**src/core/tic_consts.svh**
```systemverilog
`ifndef TIC_CONSTS_SVH
`define TIC_CONSTS_SVH

// ----------------------------------------------------------------------------
// Bus geometry.
// ----------------------------------------------------------------------------
`define TIC_ADR_W          12
`define TIC_DAT_W          32
`define TIC_IDX_W          10

// ----------------------------------------------------------------------------
// Register indices; the byte address is four times the index.
// ----------------------------------------------------------------------------
`define TIC_IDX_CTRL       10'h0A1
`define TIC_IDX_FRAC       10'h0A2
`define TIC_IDX_SEC        10'h0A3
`define TIC_IDX_MIN        10'h0A4
`define TIC_IDX_HOUR       10'h0A5
`define TIC_IDX_CMP        10'h0A6
`define TIC_IDX_IRQ_STAT   10'h0A7
`define TIC_IDX_IRQ_MASK   10'h0A8
`define TIC_IDX_IVL_CNT    10'h0A9

// ----------------------------------------------------------------------------
// Control register bit positions.
// ----------------------------------------------------------------------------
`define TIC_CTRL_TIME_CLOCK_ENABLE      0
`define TIC_CTRL_INTERVAL_COUNTER_ENABLE      1
`define TIC_CTRL_FLAG      2
`define TIC_CTRL_STI       3
`define TIC_CTRL_TBS_LO    4
`define TIC_CTRL_TBS_HI    5
`define TIC_CTRL_H24       6

// ----------------------------------------------------------------------------
// Interrupt status and mask bit positions.
// ----------------------------------------------------------------------------
`define TIC_IRQ_MATCH      0
`define TIC_IRQ_HOUR_WRAP  1
`define TIC_IRQ_W          2

// ----------------------------------------------------------------------------
// Counter limits and reset values.
// ----------------------------------------------------------------------------
`define TIC_FRAC_MAX       8'h7F
`define TIC_SEC_MAX        8'h3B
`define TIC_MIN_MAX        8'h3B
`define TIC_HOUR24_MAX     8'h17
`define TIC_HOURFULL_MAX   8'hFF
`define TIC_RST_BYTE       8'h00
`define TIC_ONE_BYTE       8'h01

// ----------------------------------------------------------------------------
// Timing: one fractional tick is 1/128 s.
// ----------------------------------------------------------------------------
`define TIC_TICK_PERIOD_NS 7812500
`define TIC_CLK_PERIOD_NS  10

`endif

```
**src/core/tic_pkg.sv**
```systemverilog
package tic_pkg;

	// ------------------------------------------------------------------------
	// Timebase choice for the interval counter.
	// ------------------------------------------------------------------------
	typedef enum logic [1:0] {
		TIC_TB_FRAC = 2'h0,
		TIC_TB_SEC  = 2'h1,
		TIC_TB_MIN  = 2'h2,
		TIC_TB_HOUR = 2'h3
	} tic_tbase_e;

	// ------------------------------------------------------------------------
	// Stored control fields, bit 6 down to bit 0.
	// ------------------------------------------------------------------------
	typedef struct packed {
		logic       hour_wrap_24;
		tic_tbase_e tbase;
		logic       single_shot_select;
		logic       interval_match_flag;
		logic       interval_counter_enable;
		logic       time_clock_enable;
	} tic_ctrl_s;

	// ------------------------------------------------------------------------
	// Bus slave states.
	// ------------------------------------------------------------------------
	typedef enum logic {
		TIC_BUS_IDLE = 1'b0,
		TIC_BUS_ACK  = 1'b1
	} tic_bus_e;

	// ------------------------------------------------------------------------
	// Wishbone request as seen by the slave.
	// ------------------------------------------------------------------------
	typedef struct packed {
		logic        cyc;
		logic        stb;
		logic        we;
		logic [11:0] adr;
		logic [3:0]  sel;
		logic [31:0] dat;
	} tic_wb_req_s;

endpackage

```
**src/core/tic_interval_timer_unit.sv**
```systemverilog
`timescale 1ns/1ps
`include "tic_consts.svh"

// Functional notes
// (RL1) Counters run from the slow tick source and keep counting in power-down.
// (RL2) Software must allow time for each register access to complete.
// (RL3) Fraction counts 0..127 each 1/128 s, wrap bumps seconds.
// (RL4) Seconds count 0..59 once per second, wrap bumps minutes.
// (RL5) Minutes count 0..59 once per minute, wrap bumps hours.
// (RL6) Hours wrap after 23 with 24-hour bit set, else after 255.
// (RL7) Timebase field selects a 1/128 s, second, minute or hour update rate.
// (RL8) Eight-bit interval counter increments on selected timebase overflow.
// (RL9) Counter equal to compare value sets match flag and requests interrupt.
// (RL10) Software clears the match flag; hardware never clears it.
// (RL11) Single-shot timeout clears counter enable; otherwise counter reloads and restarts.
// (RL12) Control bit 1 enables the interval counter; clearing stops it.
// (RL13) Clearing time clock enable stops counters and restores last written values.
// (RL14) Time registers accept writes only while time clock enable is low.
// (RL15) In power-down with interrupt enabled, the match flag raises wake-up.
// (RL16) Compare register holds a written 8-bit value 0..255.
// (RL17) Control bit 7 is reserved and reads zero.
// (RL18) Interval counter clears at each timeout and when newly enabled.
module tic_interval_timer_unit
	import tic_pkg::*;
#(
	parameter int TICK_CYCLES = `TIC_TICK_PERIOD_NS / `TIC_CLK_PERIOD_NS
)(
	// Clock and reset
	input  wire logic                  CLK_SYS,
	input  wire logic                  ARST_N,
	// Wishbone slave
	input  wire logic                  WB_CYC_I,
	input  wire logic                  WB_STB_I,
	input  wire logic                  WB_WE_I,
	input  wire logic [`TIC_ADR_W-1:0] WB_ADR_I,
	input  wire logic [3:0]            WB_SEL_I,
	input  wire logic [`TIC_DAT_W-1:0] WB_DAT_I,
	output wire logic [`TIC_DAT_W-1:0] WB_DAT_O,
	output wire logic                  WB_ACK_O,
	// Core status and events
	input  wire logic                  PWR_DOWN,
	output wire logic                  IRQ,
	output wire logic                  WAKE
);

	// ------------------------------------------------------------------------
	// Declarations.
	// ------------------------------------------------------------------------
	localparam logic [31:0] TICK_LAST = 32'(TICK_CYCLES - 1);
	localparam logic [3:0][7:0] STAGE_MAX = {
		`TIC_HOURFULL_MAX, `TIC_MIN_MAX, `TIC_SEC_MAX, `TIC_FRAC_MAX
	};

	tic_wb_req_s             req;
	tic_bus_e                bus_st;
	tic_bus_e                next_bus_st;
	logic [`TIC_DAT_W-1:0]   rd_dat;
	logic [`TIC_DAT_W-1:0]   next_rd_dat;
	logic [`TIC_DAT_W-1:0]   rd_mux;
	logic [`TIC_IDX_W-1:0]   adr_idx;
	logic                    wr_fire;

	logic [31:0]             pre_cnt;
	logic [31:0]             next_pre_cnt;
	logic                    tick;

	logic [3:0][7:0]         tcnt;
	logic [3:0][7:0]         next_tcnt;
	logic [3:0][7:0]         shadow;
	logic [3:0][7:0]         next_shadow;
	logic [3:0][7:0]         stage_max;
	logic [3:0][7:0]         stage_cnt;
	logic [4:0]              carry;
	logic                    tb_ovf;

	tic_ctrl_s               ctrl;
	tic_ctrl_s               next_ctrl;
	logic [7:0]              cmp;
	logic [7:0]              next_cmp;
	logic [7:0]              ivl;
	logic [7:0]              next_ivl;
	logic [7:0]              ivl_inc;
	logic                    match;

	logic [`TIC_IRQ_W-1:0]   irq_stat;
	logic [`TIC_IRQ_W-1:0]   next_irq_stat;
	logic [`TIC_IRQ_W-1:0]   irq_mask;
	logic [`TIC_IRQ_W-1:0]   next_irq_mask;
	logic [`TIC_IRQ_W-1:0]   irq_event;

	// ------------------------------------------------------------------------
	// Bus request bundle and decode.
	// ------------------------------------------------------------------------
	assign req.cyc = WB_CYC_I;
	assign req.stb = WB_STB_I;
	assign req.we  = WB_WE_I;
	assign req.adr = WB_ADR_I;
	assign req.sel = WB_SEL_I;
	assign req.dat = WB_DAT_I;

	assign adr_idx = req.adr[`TIC_ADR_W-1:2];
	// The write lands on the same edge at which the master samples ack.
	assign wr_fire = (bus_st == TIC_BUS_ACK) && req.cyc && req.stb && req.we && req.sel[0];

	// ------------------------------------------------------------------------
	// Fractional tick prescaler.
	// ------------------------------------------------------------------------
	assign tick = ctrl.time_clock_enable && (pre_cnt == TICK_LAST); // [RL1]

	always_comb begin
		if (!ctrl.time_clock_enable || tick) begin
			next_pre_cnt = 32'h0;
		end else begin
			next_pre_cnt = pre_cnt + 32'h1;
		end
	end

	// ------------------------------------------------------------------------
	// Time counter cascade.
	// ------------------------------------------------------------------------
	assign carry[0] = tick;

	genvar g;
	for (g = 0; g < 4; g++) begin : g_stage
		if (g == 3) begin : g_hour
			assign stage_max[g] = ctrl.hour_wrap_24 ? `TIC_HOUR24_MAX : STAGE_MAX[g]; // [RL6]
		end else begin : g_low
			assign stage_max[g] = STAGE_MAX[g];
		end
		// A preset beyond the limit wraps on its next step as well.
		assign carry[g+1] = carry[g] && (tcnt[g] >= stage_max[g]); // [RL3] [RL4] [RL5]
		assign stage_cnt[g] = !carry[g] ? tcnt[g] :
			(carry[g+1] ? `TIC_RST_BYTE : tcnt[g] + `TIC_ONE_BYTE);
	end

	// ------------------------------------------------------------------------
	// Timebase selection and interval compare.
	// ------------------------------------------------------------------------
	always_comb begin
		unique case (ctrl.tbase) // [RL7]
			TIC_TB_FRAC: tb_ovf = carry[0];
			TIC_TB_SEC:  tb_ovf = carry[1];
			TIC_TB_MIN:  tb_ovf = carry[2];
			TIC_TB_HOUR: tb_ovf = carry[3];
		endcase
	end

	assign ivl_inc = ivl + `TIC_ONE_BYTE;
	assign match = ctrl.interval_counter_enable && tb_ovf && (ivl_inc == cmp); // [RL9] [RL16]

	assign irq_event[`TIC_IRQ_MATCH]     = match;
	assign irq_event[`TIC_IRQ_HOUR_WRAP] = carry[4];

	// ------------------------------------------------------------------------
	// Next state of the counters and control.
	// ------------------------------------------------------------------------
	always_comb begin
		next_tcnt     = stage_cnt;
		next_shadow   = shadow;
		next_ctrl     = ctrl;
		next_cmp      = cmp;
		next_ivl      = ivl;
		next_irq_mask = irq_mask;
		next_irq_stat = irq_stat;

		if (match) begin
			next_ivl = `TIC_RST_BYTE; // [RL18]
			if (ctrl.single_shot_select) begin
				next_ctrl.interval_counter_enable = 1'b0; // [RL11]
			end
		end else if (ctrl.interval_counter_enable && tb_ovf) begin
			next_ivl = ivl_inc; // [RL8] [RL12]
		end

		if (wr_fire) begin
			unique case (adr_idx)
				`TIC_IDX_CTRL: begin
					next_ctrl.hour_wrap_24 = req.dat[`TIC_CTRL_H24];
					next_ctrl.tbase = tic_tbase_e'(req.dat[`TIC_CTRL_TBS_HI:`TIC_CTRL_TBS_LO]);
					next_ctrl.single_shot_select = req.dat[`TIC_CTRL_STI];
					next_ctrl.interval_match_flag =
						ctrl.interval_match_flag && req.dat[`TIC_CTRL_FLAG]; // [RL10]
					next_ctrl.interval_counter_enable = req.dat[`TIC_CTRL_INTERVAL_COUNTER_ENABLE]; // [RL12]
					next_ctrl.time_clock_enable = req.dat[`TIC_CTRL_TIME_CLOCK_ENABLE];
					if (req.dat[`TIC_CTRL_INTERVAL_COUNTER_ENABLE] && !ctrl.interval_counter_enable) begin
						next_ivl = `TIC_RST_BYTE; // [RL18]
					end
					if (!req.dat[`TIC_CTRL_TIME_CLOCK_ENABLE] && ctrl.time_clock_enable) begin
						next_tcnt = shadow; // [RL13]
					end
				end
				`TIC_IDX_FRAC, `TIC_IDX_SEC, `TIC_IDX_MIN, `TIC_IDX_HOUR: begin
					if (!ctrl.time_clock_enable) begin
						next_tcnt[adr_idx[1:0] - 2'h2]   = req.dat[7:0]; // [RL14]
						next_shadow[adr_idx[1:0] - 2'h2] = req.dat[7:0]; // [RL13]
					end
				end
				`TIC_IDX_CMP: begin
					next_cmp = req.dat[7:0]; // [RL16]
				end
				`TIC_IDX_IRQ_STAT: begin
					next_irq_stat = irq_stat & ~req.dat[`TIC_IRQ_W-1:0];
				end
				`TIC_IDX_IRQ_MASK: begin
					next_irq_mask = req.dat[`TIC_IRQ_W-1:0];
				end
				default: begin
				end
			endcase
		end

		// Hardware sets win over a clear in the same cycle.
		if (match) begin
			next_ctrl.interval_match_flag = 1'b1; // [RL9]
		end
		next_irq_stat = next_irq_stat | irq_event;
	end

	// ------------------------------------------------------------------------
	// Register read multiplexer and bus handshake.
	// ------------------------------------------------------------------------
	always_comb begin
		rd_mux = '0;
		unique case (adr_idx)
			`TIC_IDX_CTRL:     rd_mux[7:0] = {1'b0, ctrl}; // [RL17]
			`TIC_IDX_FRAC:     rd_mux[7:0] = tcnt[0];
			`TIC_IDX_SEC:      rd_mux[7:0] = tcnt[1];
			`TIC_IDX_MIN:      rd_mux[7:0] = tcnt[2];
			`TIC_IDX_HOUR:     rd_mux[7:0] = tcnt[3];
			`TIC_IDX_CMP:      rd_mux[7:0] = cmp;
			`TIC_IDX_IRQ_STAT: rd_mux[`TIC_IRQ_W-1:0] = irq_stat;
			`TIC_IDX_IRQ_MASK: rd_mux[`TIC_IRQ_W-1:0] = irq_mask;
			`TIC_IDX_IVL_CNT:  rd_mux[7:0] = ivl;
			default:           rd_mux = '0;
		endcase
	end

	always_comb begin
		next_bus_st = bus_st;
		next_rd_dat = rd_dat;
		unique case (bus_st)
			TIC_BUS_IDLE: begin
				if (req.cyc && req.stb) begin
					next_bus_st = TIC_BUS_ACK;
					next_rd_dat = req.we ? '0 : rd_mux;
				end
			end
			TIC_BUS_ACK: begin
				next_bus_st = TIC_BUS_IDLE;
			end
		endcase
	end

	// ------------------------------------------------------------------------
	// Registers.
	// ------------------------------------------------------------------------
	always_ff @(posedge CLK_SYS or negedge ARST_N) begin
		if (!ARST_N) begin
			bus_st   <= TIC_BUS_IDLE;
			rd_dat   <= '0;
			pre_cnt  <= 32'h0;
			tcnt     <= '0;
			shadow   <= '0;
			ctrl     <= '0;
			cmp      <= `TIC_RST_BYTE;
			ivl      <= `TIC_RST_BYTE;
			irq_stat <= '0;
			irq_mask <= '0;
		end else begin
			bus_st   <= next_bus_st;
			rd_dat   <= next_rd_dat;
			pre_cnt  <= next_pre_cnt;
			tcnt     <= next_tcnt;
			shadow   <= next_shadow;
			ctrl     <= next_ctrl;
			cmp      <= next_cmp;
			ivl      <= next_ivl;
			irq_stat <= next_irq_stat;
			irq_mask <= next_irq_mask;
		end
	end

	// ------------------------------------------------------------------------
	// Outputs.
	// ------------------------------------------------------------------------
	assign WB_ACK_O = (bus_st == TIC_BUS_ACK);
	assign WB_DAT_O = rd_dat;
	assign IRQ      = |(irq_stat & irq_mask); // [RL9]
	assign WAKE     = PWR_DOWN && ctrl.interval_match_flag && irq_mask[`TIC_IRQ_MATCH]; // [RL15]

endmodule // tic_interval_timer_unit

```
**config.mk**
```make
export PLATFORM = sky130hd
export DESIGN_NAME = tic_interval_timer_unit
export DESIGN_NICKNAME = d
export VERILOG_FILES = /design/src/core/tic_pkg.sv /design/src/core/tic_interval_timer_unit.sv
export VERILOG_INCLUDE_DIRS = /design/src /design/src/core
export SDC_FILE = /design/constraint.sdc
export NUM_CORES = 1
export LEC_CHECK = 0
export BUFFER_PORTS_ARGS = -buffer_cell sky130_fd_sc_hd__buf_2
export CAP_MARGIN = 0
export CORE_AREA = 3 3 136 125
export CTS_BUF_LIST = sky130_fd_sc_hd__clkbuf_16
export CTS_CLUSTER_DIAMETER = 50
export DETAILED_ROUTE_END_ITERATION = 8
export DIE_AREA = 0 0 139 128
export GPL_TIMING_DRIVEN = 0
export PLACE_DENSITY = 0.74
export RECOVER_POWER = 25
export SETUP_SLACK_MARGIN = 0.02
export SKIP_CTS_REPAIR_TIMING = 1
export SLEW_MARGIN = 5
export SYNTH_ARGS = -nofsm -noshare
export SYNTH_HDL_FRONTEND = slang
export SYNTH_SLANG_ARGS = --single-unit
```
**constraint.sdc**
```tcl
create_clock -name CLK_SYS -period 7.2 [get_ports CLK_SYS]
set_input_delay 0.72 -clock CLK_SYS [delete_from_list [all_inputs] [get_ports CLK_SYS]]
set_output_delay 0.72 -clock CLK_SYS [all_outputs]
set_load 0.01 [all_outputs]
```
==> run_results.csv, run 1 <==
group,metric,value,unit
routing,postRouteAntennaNets,0,
cts,cts_made_buffers,17,
die,io_pins,89,
timing,worstMarginPinSlew,2790,ps
final_layout,fillCellCount,1398,
yosys,ys_ff_latch,132,
final_layout,area_growth,14.3,%
run,drv_cap,1,
yosys,syn_inst,884,
timing,hold_violations,0,
timing,relSlewSlack,-86.1,%
routing,wl,23000,um
timing,rsz0062_at_grt,"no",
final_layout,final_cell_mix,"nand2_1, dfrtp_1, nor2_1, nand3_1, o21ai_0",
placement,io_buffers,31,
routing,via_count,7195,
routing,vias_per_cell,6.13,
placement,hpwl,16400,um
setup_path,critPathRequiredTime,7560,ps
timing,fin_crit,3750,ps
placement,dp.cells,1141,
cts,cts_tree,"built",
global_route,overflow,0,
setup_path,cp-start-kind,"input pin",
die,die_w,139,um
setup_path,rr_worst_depth,9,
final_layout,diodes,0,
timing,tns,0,ps
setup_path,worstPathCellList,"buf_2 -> nor4bb_1 -> nand3_1 -> nor3_2 -> a221oi_1 -> o21bai_1 -> a31oi_1 -> a221o_1",
timing,hold_ws,464,ps
global_route,grt_pass1_wl,36400,um
timing,fmax,0.267,GHz
global_route,grt_pass1_vias,6441,
die,core,15500,um^2
die,die_height,128,um
routing,drt_pass1_iterations,7,
routing,wl_per_cell,19.6,um
min_path,hp-class,"register to register",
final_layout,seq_area,3300,um^2
placement,gp_congestion,0.996,
cts,clock-root-buffer,"clkbuf_16",
pwr,p_per_area,200,nW/um^2
yosys,synth_edf_count,0,
timing,finalSetupViolCount,0,
cts,cts_buffer_depth,2,
cts,htreeDepth,4,
yosys,seq_area_frac_synth,42.3,%
timing,drv_slew,51,
die,initial_core_util,50.4,%
run_status,violations,"max-capacitance violations, max-slew violations",
routing,top_layer,"met4",
pwr,p_leak,0.00411,uW
run_status,status,"complete, but fails checks",
final_layout,drive_gt1_share,13.5,%
cts,clk_pin_slew_worst_paths,60,ps
yosys,yosysWarnings,0,
routing,drc,0,
setup_path,cpMaxStageDelayCell,"nor4bb_1",
routing,met2_length,9660,um
setup_path,path_max_fanout,10,
global_route,grt_max_degree,83,
pwr,peakVddDrop,0.195,mV
die,num_rows,43,
timing,finalCritPeriodShare,52.1,%
setup_path,arrival,4110,ps
yosys,synthArstFlopShare,100,%
routing,wl_met3,2530,um
die,dieArea,17800,um^2
yosys,avgSynthCellArea,8.84,um^2
yosys,synth_cell_types,70,
setup_path,cp-end-kind,"register",
cts,clkLatencyLatePin,420,ps
setup_path,worstSetupPathType,"input pin to register",
pwr,total_power,1790,uW
routing,drt_first_iter_violations,987,
global_route,antenna_found_initial,0,
yosys,synth_ff_type,"dfrtp_1",
final_layout,layout.cells.non_filler,1173,
timing,skew,9.80,ps
final_layout,final_common_cell,"nand2_1",
global_route,grt_usage,26.2,%
final_layout,nets,1023,
cts,cts.sinks,132,
min_path,hold_depth,2,
setup_path,cpPeakStageDelay,970,ps
routing,met1_length,10100,um
final_layout,multi_input_area,4190,um^2
yosys,syn_area,7810,um^2
==> logic make-up after synthesis <==
kind of cell,after synthesis,synth area share (%)
muxes,35,4.92
DFF,132,42.3
AOI/OAI and AO/OA,173,15.1
and+or+nand+nor,399,24.9
other,1,0.0480
buffers and inverters,82,5.20
adders and majority gates,11,1.76
xor gates and xnor gates,51,5.72
==> worst max-delay path, delay by kind of cell <==
kind                   cells  cell delay, ps
buffers and inverters      1             100
and+or+nand+nor            3            2310
AOI/OAI and AO/OA          4             980
==> sequential cells by signal, indices dropped and copies added (netlist names) <==
| signal | cells |
|---|---|
| WB_ACK_O | 1 |
| WB_DAT_O | 8 |
| cmp | 8 |
| ctrl | 7 |
| irq_mask | 2 |
| irq_stat | 2 |
| ivl | 8 |
| pre_cnt | 32 |
| shadow | 32 |
| tcnt | 32 |
==> metrics by stage <==
| stage | setup WS (ps) | cell area, um^2 | util, % |
|---|---|---|---|
| 6_report | 3450 | 8930 | 57.7 |
| 5_1_grt | 3510 | 8930 | 57.7 |
| 4_1_cts | 3630 | 8940 | 57.7 |
| 3_5_place_dp | 3200 | 8340 | 53.8 |
| 3_3_place_gp | 3140 | 8310 | 53.6 |
| 2_1_floorplan | 4460 | 7900 | - |
==> routing by layer <==
metal / vias up / track usage (%)
met5: - / 0
met4: 0 / 9.44
met3: 48 / 5.45
met2: 423 / 37.4
met1: 3440 / 39.3
li1: 3284 / -
==> final cells by class <==
| class | instances | area share [%] |
|---|---|---|
| multi-input combinational | 693 | 46.9 |
| sequential | 132 | 37.0 |
| clock buffer | 17 | 4.76 |
| buffer | 63 | 3.75 |
| tap | 202 | 2.83 |
| timing repair buffer | 32 | 2.03 |
| clock inverter | 15 | 1.96 |
| inverter | 19 | 0.798 |
==> path summary, 6_finish.rpt <==
path | startpoint | endpoint | slack, ps
setup / recovery | WB_ADR_I[6] | tcnt[21] | 3450
hold / removal | shadow[15] | shadow[15] | 460
setup reg to reg | tcnt[0] | tcnt[24] | 4180
hold reg to reg | shadow[15] | shadow[15] | 460
max in group asynchronous | ARST_N | ctrl[1] | 4420
min in group asynchronous | ARST_N | pre_cnt[5] | 1190
==> cell usage after synthesis, types with 3 or more instances <==
library cell	count	area share (%)
and2_1	5	0.40
nor2b_1	5	0.40
buf_2	3	0.19
and4_1	5	0.56
xnor2_1	20	2.2
nor3b_1	4	0.38
nand2_1	136	6.5
ha_1	11	1.8
o21ai_0	47	3.0
nor2_1	77	3.7
a21oi_1	23	1.5
a32oi_1	3	0.34
nor3_1	26	1.7
inv_1	19	0.91
o31ai_1	4	0.38
a222oi_1	9	1.2
clkbuf_1	29	1.4
o21ai_1	8	0.51
a31oi_1	5	0.40
nand2b_1	5	0.40
nor4_1	6	0.48
mux2i_1	8	1.0
a22o_1	9	1.0
buf_1	5	0.24
nand3_1	65	4.2
xor2_1	31	3.5
dfrtp_1	132	42
mux2_2	27	3.9
buf_4	25	2.4
or2_2	4	0.32
nand4_1	13	1.0
or3_1	15	1.2
o211ai_1	12	1.2
o21a_1	6	0.58
and3_1	17	1.4
a22oi_1	14	1.3
a221o_1	4	0.51
==> power by group <==
| group | switching [uW] | internal [uW] | leakage [uW] | total (uW) |
|---|---|---|---|---|
| clock | 328 | 570 | 0.000314 | 898 |
| sequential | 22.9 | 759 | 0.00173 | 782 |
| combinational | 69.2 | 40.0 | 0.00207 | 109 |
| total | 420 | 1370 | 0.00411 | 1790 |
(Power assumes the default switching activity.)
==> run 2: changes to the inputs <==
--- a/config.mk
+++ b/config.mk
@@ -14,7 +14,7 @@
 export DETAILED_ROUTE_END_ITERATION = 8
 export DIE_AREA = 0 0 139 128
 export GPL_TIMING_DRIVEN = 0
-export PLACE_DENSITY = 0.74
+export PLACE_DENSITY = 0.77
 export RECOVER_POWER = 25
 export SETUP_SLACK_MARGIN = 0.02
 export SKIP_CTS_REPAIR_TIMING = 1
==> constraint.sdc (replaced) <==
create_clock -name CLK_SYS -period 3.3 [get_ports CLK_SYS]
set_input_delay 0.33 -clock CLK_SYS [delete_from_list [all_inputs] [get_ports CLK_SYS]]
set_output_delay 0.33 -clock CLK_SYS [all_outputs]
set_load 0.01 [all_outputs]
==> run 2 against run 1 <==
Against the previous run: the flow still finishes with violations (max-capacitance violations, max-slew violations); sequential share of layout area increased by 0.067 points; critical path depth unchanged; combinational power grew 120%; largest cell class unchanged.
==> run_results.csv, run 2 (synthesis results as in run 1) <==
group,metric,value,unit
timing,rsz0062_at_grt,"no",
cts,clk_pin_slew_worst_paths,60,ps
run_status,status,"complete, but fails checks",
routing,drt_first_iter_violations,846,
min_path,hp-class,"input pin to register",
routing,wl,22700,um
final_layout,final_cell_mix,"nand2_1, dfrtp_1, nor2_1, nand3_1, o21ai_0",
setup_path,cp-start-kind,"register",
routing,drc,0,
setup_path,cpPeakStageDelay,590,ps
placement,io_buffers,31,
cts,cts_made_buffers,17,
setup_path,reg2reg_slack,250,ps
min_path,worstHoldEndpoint,"shadow[15]",
min_path,hold_depth,3,
global_route,grt_usage,26.0,%
setup_path,critical-path-top-delay-family,"compound AO/OA/AOI/OAI gates",
min_path,hp-start,"WB_DAT_I[7]",
final_layout,reg.largest.list,"pre_cnt x32, shadow x32, tcnt x32",
setup_path,worstSetupPathType,"register to register",
timing,relSlewSlack,-46.8,%
setup_path,worstPathCellList,"ha_1 -> nand2_1 -> o21bai_1 -> nand4_2 -> a211oi_4 -> o21ai_1 -> or3_1 -> a21oi_1",
setup_path,rr_worst_depth,8,
die,dieArea,17800,um^2
global_route,grt_max_degree,85,
setup_path,arrival,3400,ps
routing,drt_pass1_iterations,8,
setup_path,cp-end-kind,"register",
timing,drv_slew,49,
setup_path,path_buf_inv,0,
timing,worstMarginPinSlew,2200,ps
timing,finalSetupViolCount,0,
global_route,overflow,0,
cts,clock-root-buffer,"clkbuf_16",
timing,finalCritPeriodShare,92.5,%
cts,cts_tree,"built",
setup_path,reg2reg_to,"ivl[5]",
final_layout,stdcell_area,8920,um^2
global_route,antenna_found_initial,0,
final_layout,nets,1024,
timing,fin_crit,3050,ps
pwr,p_per_area,424,nW/um^2
timing,fmax,0.328,GHz
die,die_height,128,um
final_layout,area_growth,14.1,%
cts,cts.sinks,132,
global_route,grt_pass1_vias,6534,
routing,postRouteAntennaNets,0,
die,initial_core_util,50.4,%
global_route,grt_pass1_wl,36100,um
die,die_w,139,um
timing,hold_ws,280,ps
cts,cts_buffer_depth,2,
die,core,15500,um^2
pwr,peakVddDrop,0.345,mV
final_layout,fillCellCount,1364,
placement,gp_congestion,0.996,
routing,via_count,7105,
final_layout,final_common_cell,"nand2_1",
die,num_rows,43,
final_layout,drive_gt1_share,13.4,%
routing,vias_per_cell,6.05,
pwr,p_leak,0.00406,uW
setup_path,path_max_fanout,8,
routing,wl_per_cell,19.3,um
run,drv_cap,1,
placement,hpwl,16300,um
setup_path,critPathRequiredTime,3650,ps
placement,place_area,8340,um^2
setup_path,cpMaxStageDelayCell,"o21bai_1",
timing,skew,9.23,ps
setup_path,regToRegStartpoint,"tcnt[0]",
cts,clkLatencyLatePin,430,ps
run_status,violations,"max-capacitance violations, max-slew violations",
cts,htreeDepth,4,
die,io_pins,89,
timing,hold_violations,0,
## run 2: cell count changes in the layout (fill, tap and decap cells not counted), moves of 2 or more
cell,before,now
inv_6,0,2
clkbuf_1,30,33
clkinv_1,1,3
clkinvlp_4,0,2
buf_2,33,29
inv_1,24,20
bufinv_16,4,2
## run 2: area by class of cell
| type | instances | area [um^2] | area share [%] |
|---|---|---|---|
| Inverter | 19 | 71.3 | 0.800 |
| Antenna cell | 1 | 2.50 | 0.0281 |
| Clock inverter | 15 | 140 | 1.57 |
| Timing Repair Buffer | 33 | 191 | 2.15 |
| Sequential cell | 132 | 3300 | 37.0 |
| Multi-Input combinational cell | 693 | 4200 | 47.0 |
| Clock buffer | 17 | 425 | 4.77 |
| Buffer | 63 | 335 | 3.76 |
| Tap cell | 202 | 253 | 2.83 |
## run 2: through the flow
step / setup TNS, ps / cells / util (%) / worst slack (ps) / total power (uW)
4_1_cts: 0 / 1173 / 57.5 / 175 / 3790
3_5_place_dp: -325 / 1141 / 53.8 / -269 / 1960
2_1_floorplan: 0 / 907 / - / 758 / 1860
6_report: 0 / 1175 / 57.6 / 249 / 3780
3_3_place_gp: -536 / 1140 / 53.6 / -363 / 1950
5_1_grt: 0 / 1174 / 57.5 / 90.5 / 3910
## run 2: how the worst max path moves through the flow
stage	endpoint	slack, ps	cells after the start	startpoint
global route	tcnt[11]	90	9	tcnt[0]
finish	ivl[5]	250	8	tcnt[0]
global placement	tcnt[21]	-360	8	WB_ADR_I[6]
CTS	tcnt[21]	170	8	WB_ADR_I[6]
detailed placement	tcnt[21]	-270	8	WB_ADR_I[6]
floorplan	tcnt[19]	760	8	pre_cnt[18]
## run 2: report_power, final
part / leakage, uW / internal (uW) / total [uW] / switching, uW
Sequential: 0.00173 / 1660 / 1700 / 46.5
Combinational: 0.00206 / 88.5 / 238 / 149
Clock: 0.000277 / 1100 / 1840 / 737
Total: 0.00406 / 2840 / 3780 / 932
## run 2: worst register-to-register path, delay by kind of cell, from the launching register on
kind            cells  cell delay (ps)
simple gates        3              870
compound gates      4             1420
flops               1              440
fa+ha+maj           1              240
## run 2: routing by layer
layer / wire [um] / global-route usage, % / vias to the layer above
li1: - / - / 3277
met1: 9880 / 37.4 / 3367
met2: 9520 / 37.3 / 401
met3: 2530 / 7.12 / 60
met4: 778 / 10.4 / 0
met5: 0 / 0 / -
==> run 3: changes to the inputs <==
--- a/config.mk
+++ b/config.mk
@@ -14,7 +14,7 @@
 export DETAILED_ROUTE_END_ITERATION = 8
 export DIE_AREA = 0 0 139 128
 export GPL_TIMING_DRIVEN = 0
-export PLACE_DENSITY = 0.77
+export PLACE_DENSITY = 0.74
 export RECOVER_POWER = 25
 export SETUP_SLACK_MARGIN = 0.02
 export SKIP_CTS_REPAIR_TIMING = 1
==> constraint.sdc (replaced) <==
create_clock -name CLK_SYS -period 3 [get_ports CLK_SYS]
set_input_delay 0.3 -clock CLK_SYS [delete_from_list [all_inputs] [get_ports CLK_SYS]]
set_output_delay 0.3 -clock CLK_SYS [all_outputs]
set_load 0.01 [all_outputs]
==> run 3 against run 2 <==
Against the previous run: the flow now finishes without violations; clock skew fell by 0.96 ps; critical path type unchanged; combinational power rose by 9.7%; first-iteration DRC count rose by 19%; via count rose by 1.1%; register-to-register slack got worse by 60 ps; clock power rose by 16%; count of clock-buffer cells in the layout did not move; hold slack got worse by 19 ps; highest routed layer unchanged; sequential share of layout area fell by 0.26 points; die area did not move; cell area rose by 0.70%; utilization rose by 0.40 points; largest cell class unchanged.
==> run_results.csv, run 3 (synthesis results as in run 1) <==
group,metric,value,unit
run_status,status,"finished clean",
timing,worstMarginPinSlew,1260,ps
setup_path,path_max_fanout,10,
routing,via_count,7186,
final_layout,diodes,0,
final_layout,nets,1023,
routing,drt_pass1_iterations,7,
timing,drv_slew,0,
pwr,p_per_area,477,nW/um^2
run,drv_cap,0,
die,die_height,128,um
timing,relSlewSlack,16.3,%
setup_path,critPathRequiredTime,3300,ps
global_route,overflow,0,
timing,finalCritPeriodShare,93.8,%
global_route,grt_pass1_wl,36400,um
setup_path,path_buf_inv,1,
placement,dpl_worst_slack,-577,ps
global_route,antenna_found_initial,0,
die,core,15500,um^2
cts,clkLatencyLatePin,420,ps
pwr,clkPwrFrac,50.1,%
pwr,p_int,3280,uW
timing,rsz0062_at_grt,"no",
final_layout,area_growth,14.9,%
final_layout,stdcell_area,8980,um^2
pwr,p_leak,0.00411,uW
timing,fin_crit,2810,ps
global_route,grt_max_degree,83,
timing,setup_ws,185,ps
setup_path,cpPeakStageDelay,530,ps
setup_path,cpMaxStageDelayCell,"or3b_2",
setup_path,worstPathCellList,"or3b_2 -> nor4_4 -> nand4_4 -> clkbuf_1 -> a221oi_1 -> o21ai_1 -> a21boi_0 -> o21ai_1",
cts,cts.sinks,132,
routing,drt_first_iter_violations,1004,
pwr,peakVddDrop,0.460,mV
die,num_rows,43,
cts,cts_tree,"built",
pwr,power_frac_seq,43.8,%
setup_path,critical_path_depth,8,
global_route,grt_usage,26.2,%
die,io_pins,89,
final_layout,final_common_cell,"nand2_1",
timing,hold_ws,262,ps
final_layout,reg.largest.list,"pre_cnt x32, shadow x32, tcnt x32",
setup_path,cp-start-kind,"register",
cts,htreeDepth,4,
placement,hpwl,16400,um
setup_path,arrival,3120,ps
final_layout,fillCellCount,1397,
setup_path,crit_path_frequent_cell,"o21ai_1",
timing,tns,0,ps
routing,postRouteAntennaNets,0,
routing,wl,23000,um
routing,vias_per_cell,6.13,
global_route,grt_pass1_vias,6441,
pwr,combPwrFrac,6.1,%
cts,clock-root-buffer,"clkbuf_16",
setup_path,cp-end-kind,"register",
routing,wl_per_cell,19.6,um
placement,gp_congestion,0.996,
routing,drc,0,
setup_path,critical-path-top-delay-family,"simple AND/OR/NAND/NOR gates",
final_layout,final_cell_mix,"nand2_1, dfrtp_1, nor2_1, nand3_1, o21ai_0",
die,die_w,139,um
placement,io_buffers,31,
pwr,p_sw,996,uW
setup_path,worstSetupPathType,"register to register",
die,initial_core_util,50.4,%
cts,clk_pin_slew_worst_paths,60,ps
timing,hold_violations,0,
timing,fmax,0.355,GHz
timing,finalSetupViolCount,0,
placement,place_area,8340,um^2
cts,cts_made_buffers,17,
die,dieArea,17800,um^2
min_path,hp-class,"input pin to register",
min_path,hold_depth,3,
final_layout,drive_gt1_share,14.6,%
cts,cts_buffer_depth,2,
setup_path,rr_worst_depth,8,
timing,skew,8.27,ps
pwr,swShare,23.3,%
final_layout,utilization,58.0,%
-- run 3: final timing paths --
kind | start | to | slack, ps
max | pre_cnt[12] | tcnt[31] | 190
min | WB_DAT_I[4] | ctrl[4] | 260
max reg2reg | pre_cnt[12] | tcnt[31] | 190
min reg2reg | shadow[15] | shadow[15] | 460
max in group asynchronous | ARST_N | shadow[25] | 440
min in group asynchronous | ARST_N | pre_cnt[5] | 690
-- run 3: final cells by class --
| type | instances | area (um^2) | area share (%) |
|---|---|---|---|
| clock inverter | 15 | 175 | 1.95 |
| timing repair buffer | 33 | 173 | 1.92 |
| tap | 202 | 253 | 2.81 |
| buffer | 62 | 333 | 3.71 |
| inverter | 19 | 71.3 | 0.794 |
| clock buffer | 17 | 425 | 4.74 |
| sequential | 132 | 3300 | 36.8 |
| multi-input combinational | 693 | 4250 | 47.3 |
-- run 3: through the flow --
stage	total power, uW	std cells
floorplan	2040	907
CTS	4300	1173
detailed placement	2170	1141
global placement	2150	1140
finish	4280	1173
global route	4420	1173
-- run 3: tightest hold or removal path: cells and delay by family --
family                 cells  cell delay, ps
buffers and inverters      1             200
AND/OR/NAND/NOR            2             140
-- run 3: power by group through the flow --
stage / Combinational, uW / Clock, uW / Sequential (uW)
final: 261 / 2140 / 1870
after detailed placement: 262 / 0 / 1900
after floorplan: 154 / 0 / 1890
after CTS: 262 / 2170 / 1870
after global placement: 249 / 0 / 1900
after global routing: 288 / 2250 / 1880
-- run 3: routing by layer --
metal	vias to the layer above	wire length, um	GRT usage, %
met2	393	9700	37.4
met1	3451	10300	39.3
met4	0	685	9.44
met5	-	0	0
met3	52	2350	5.45
li1	3290	-	-
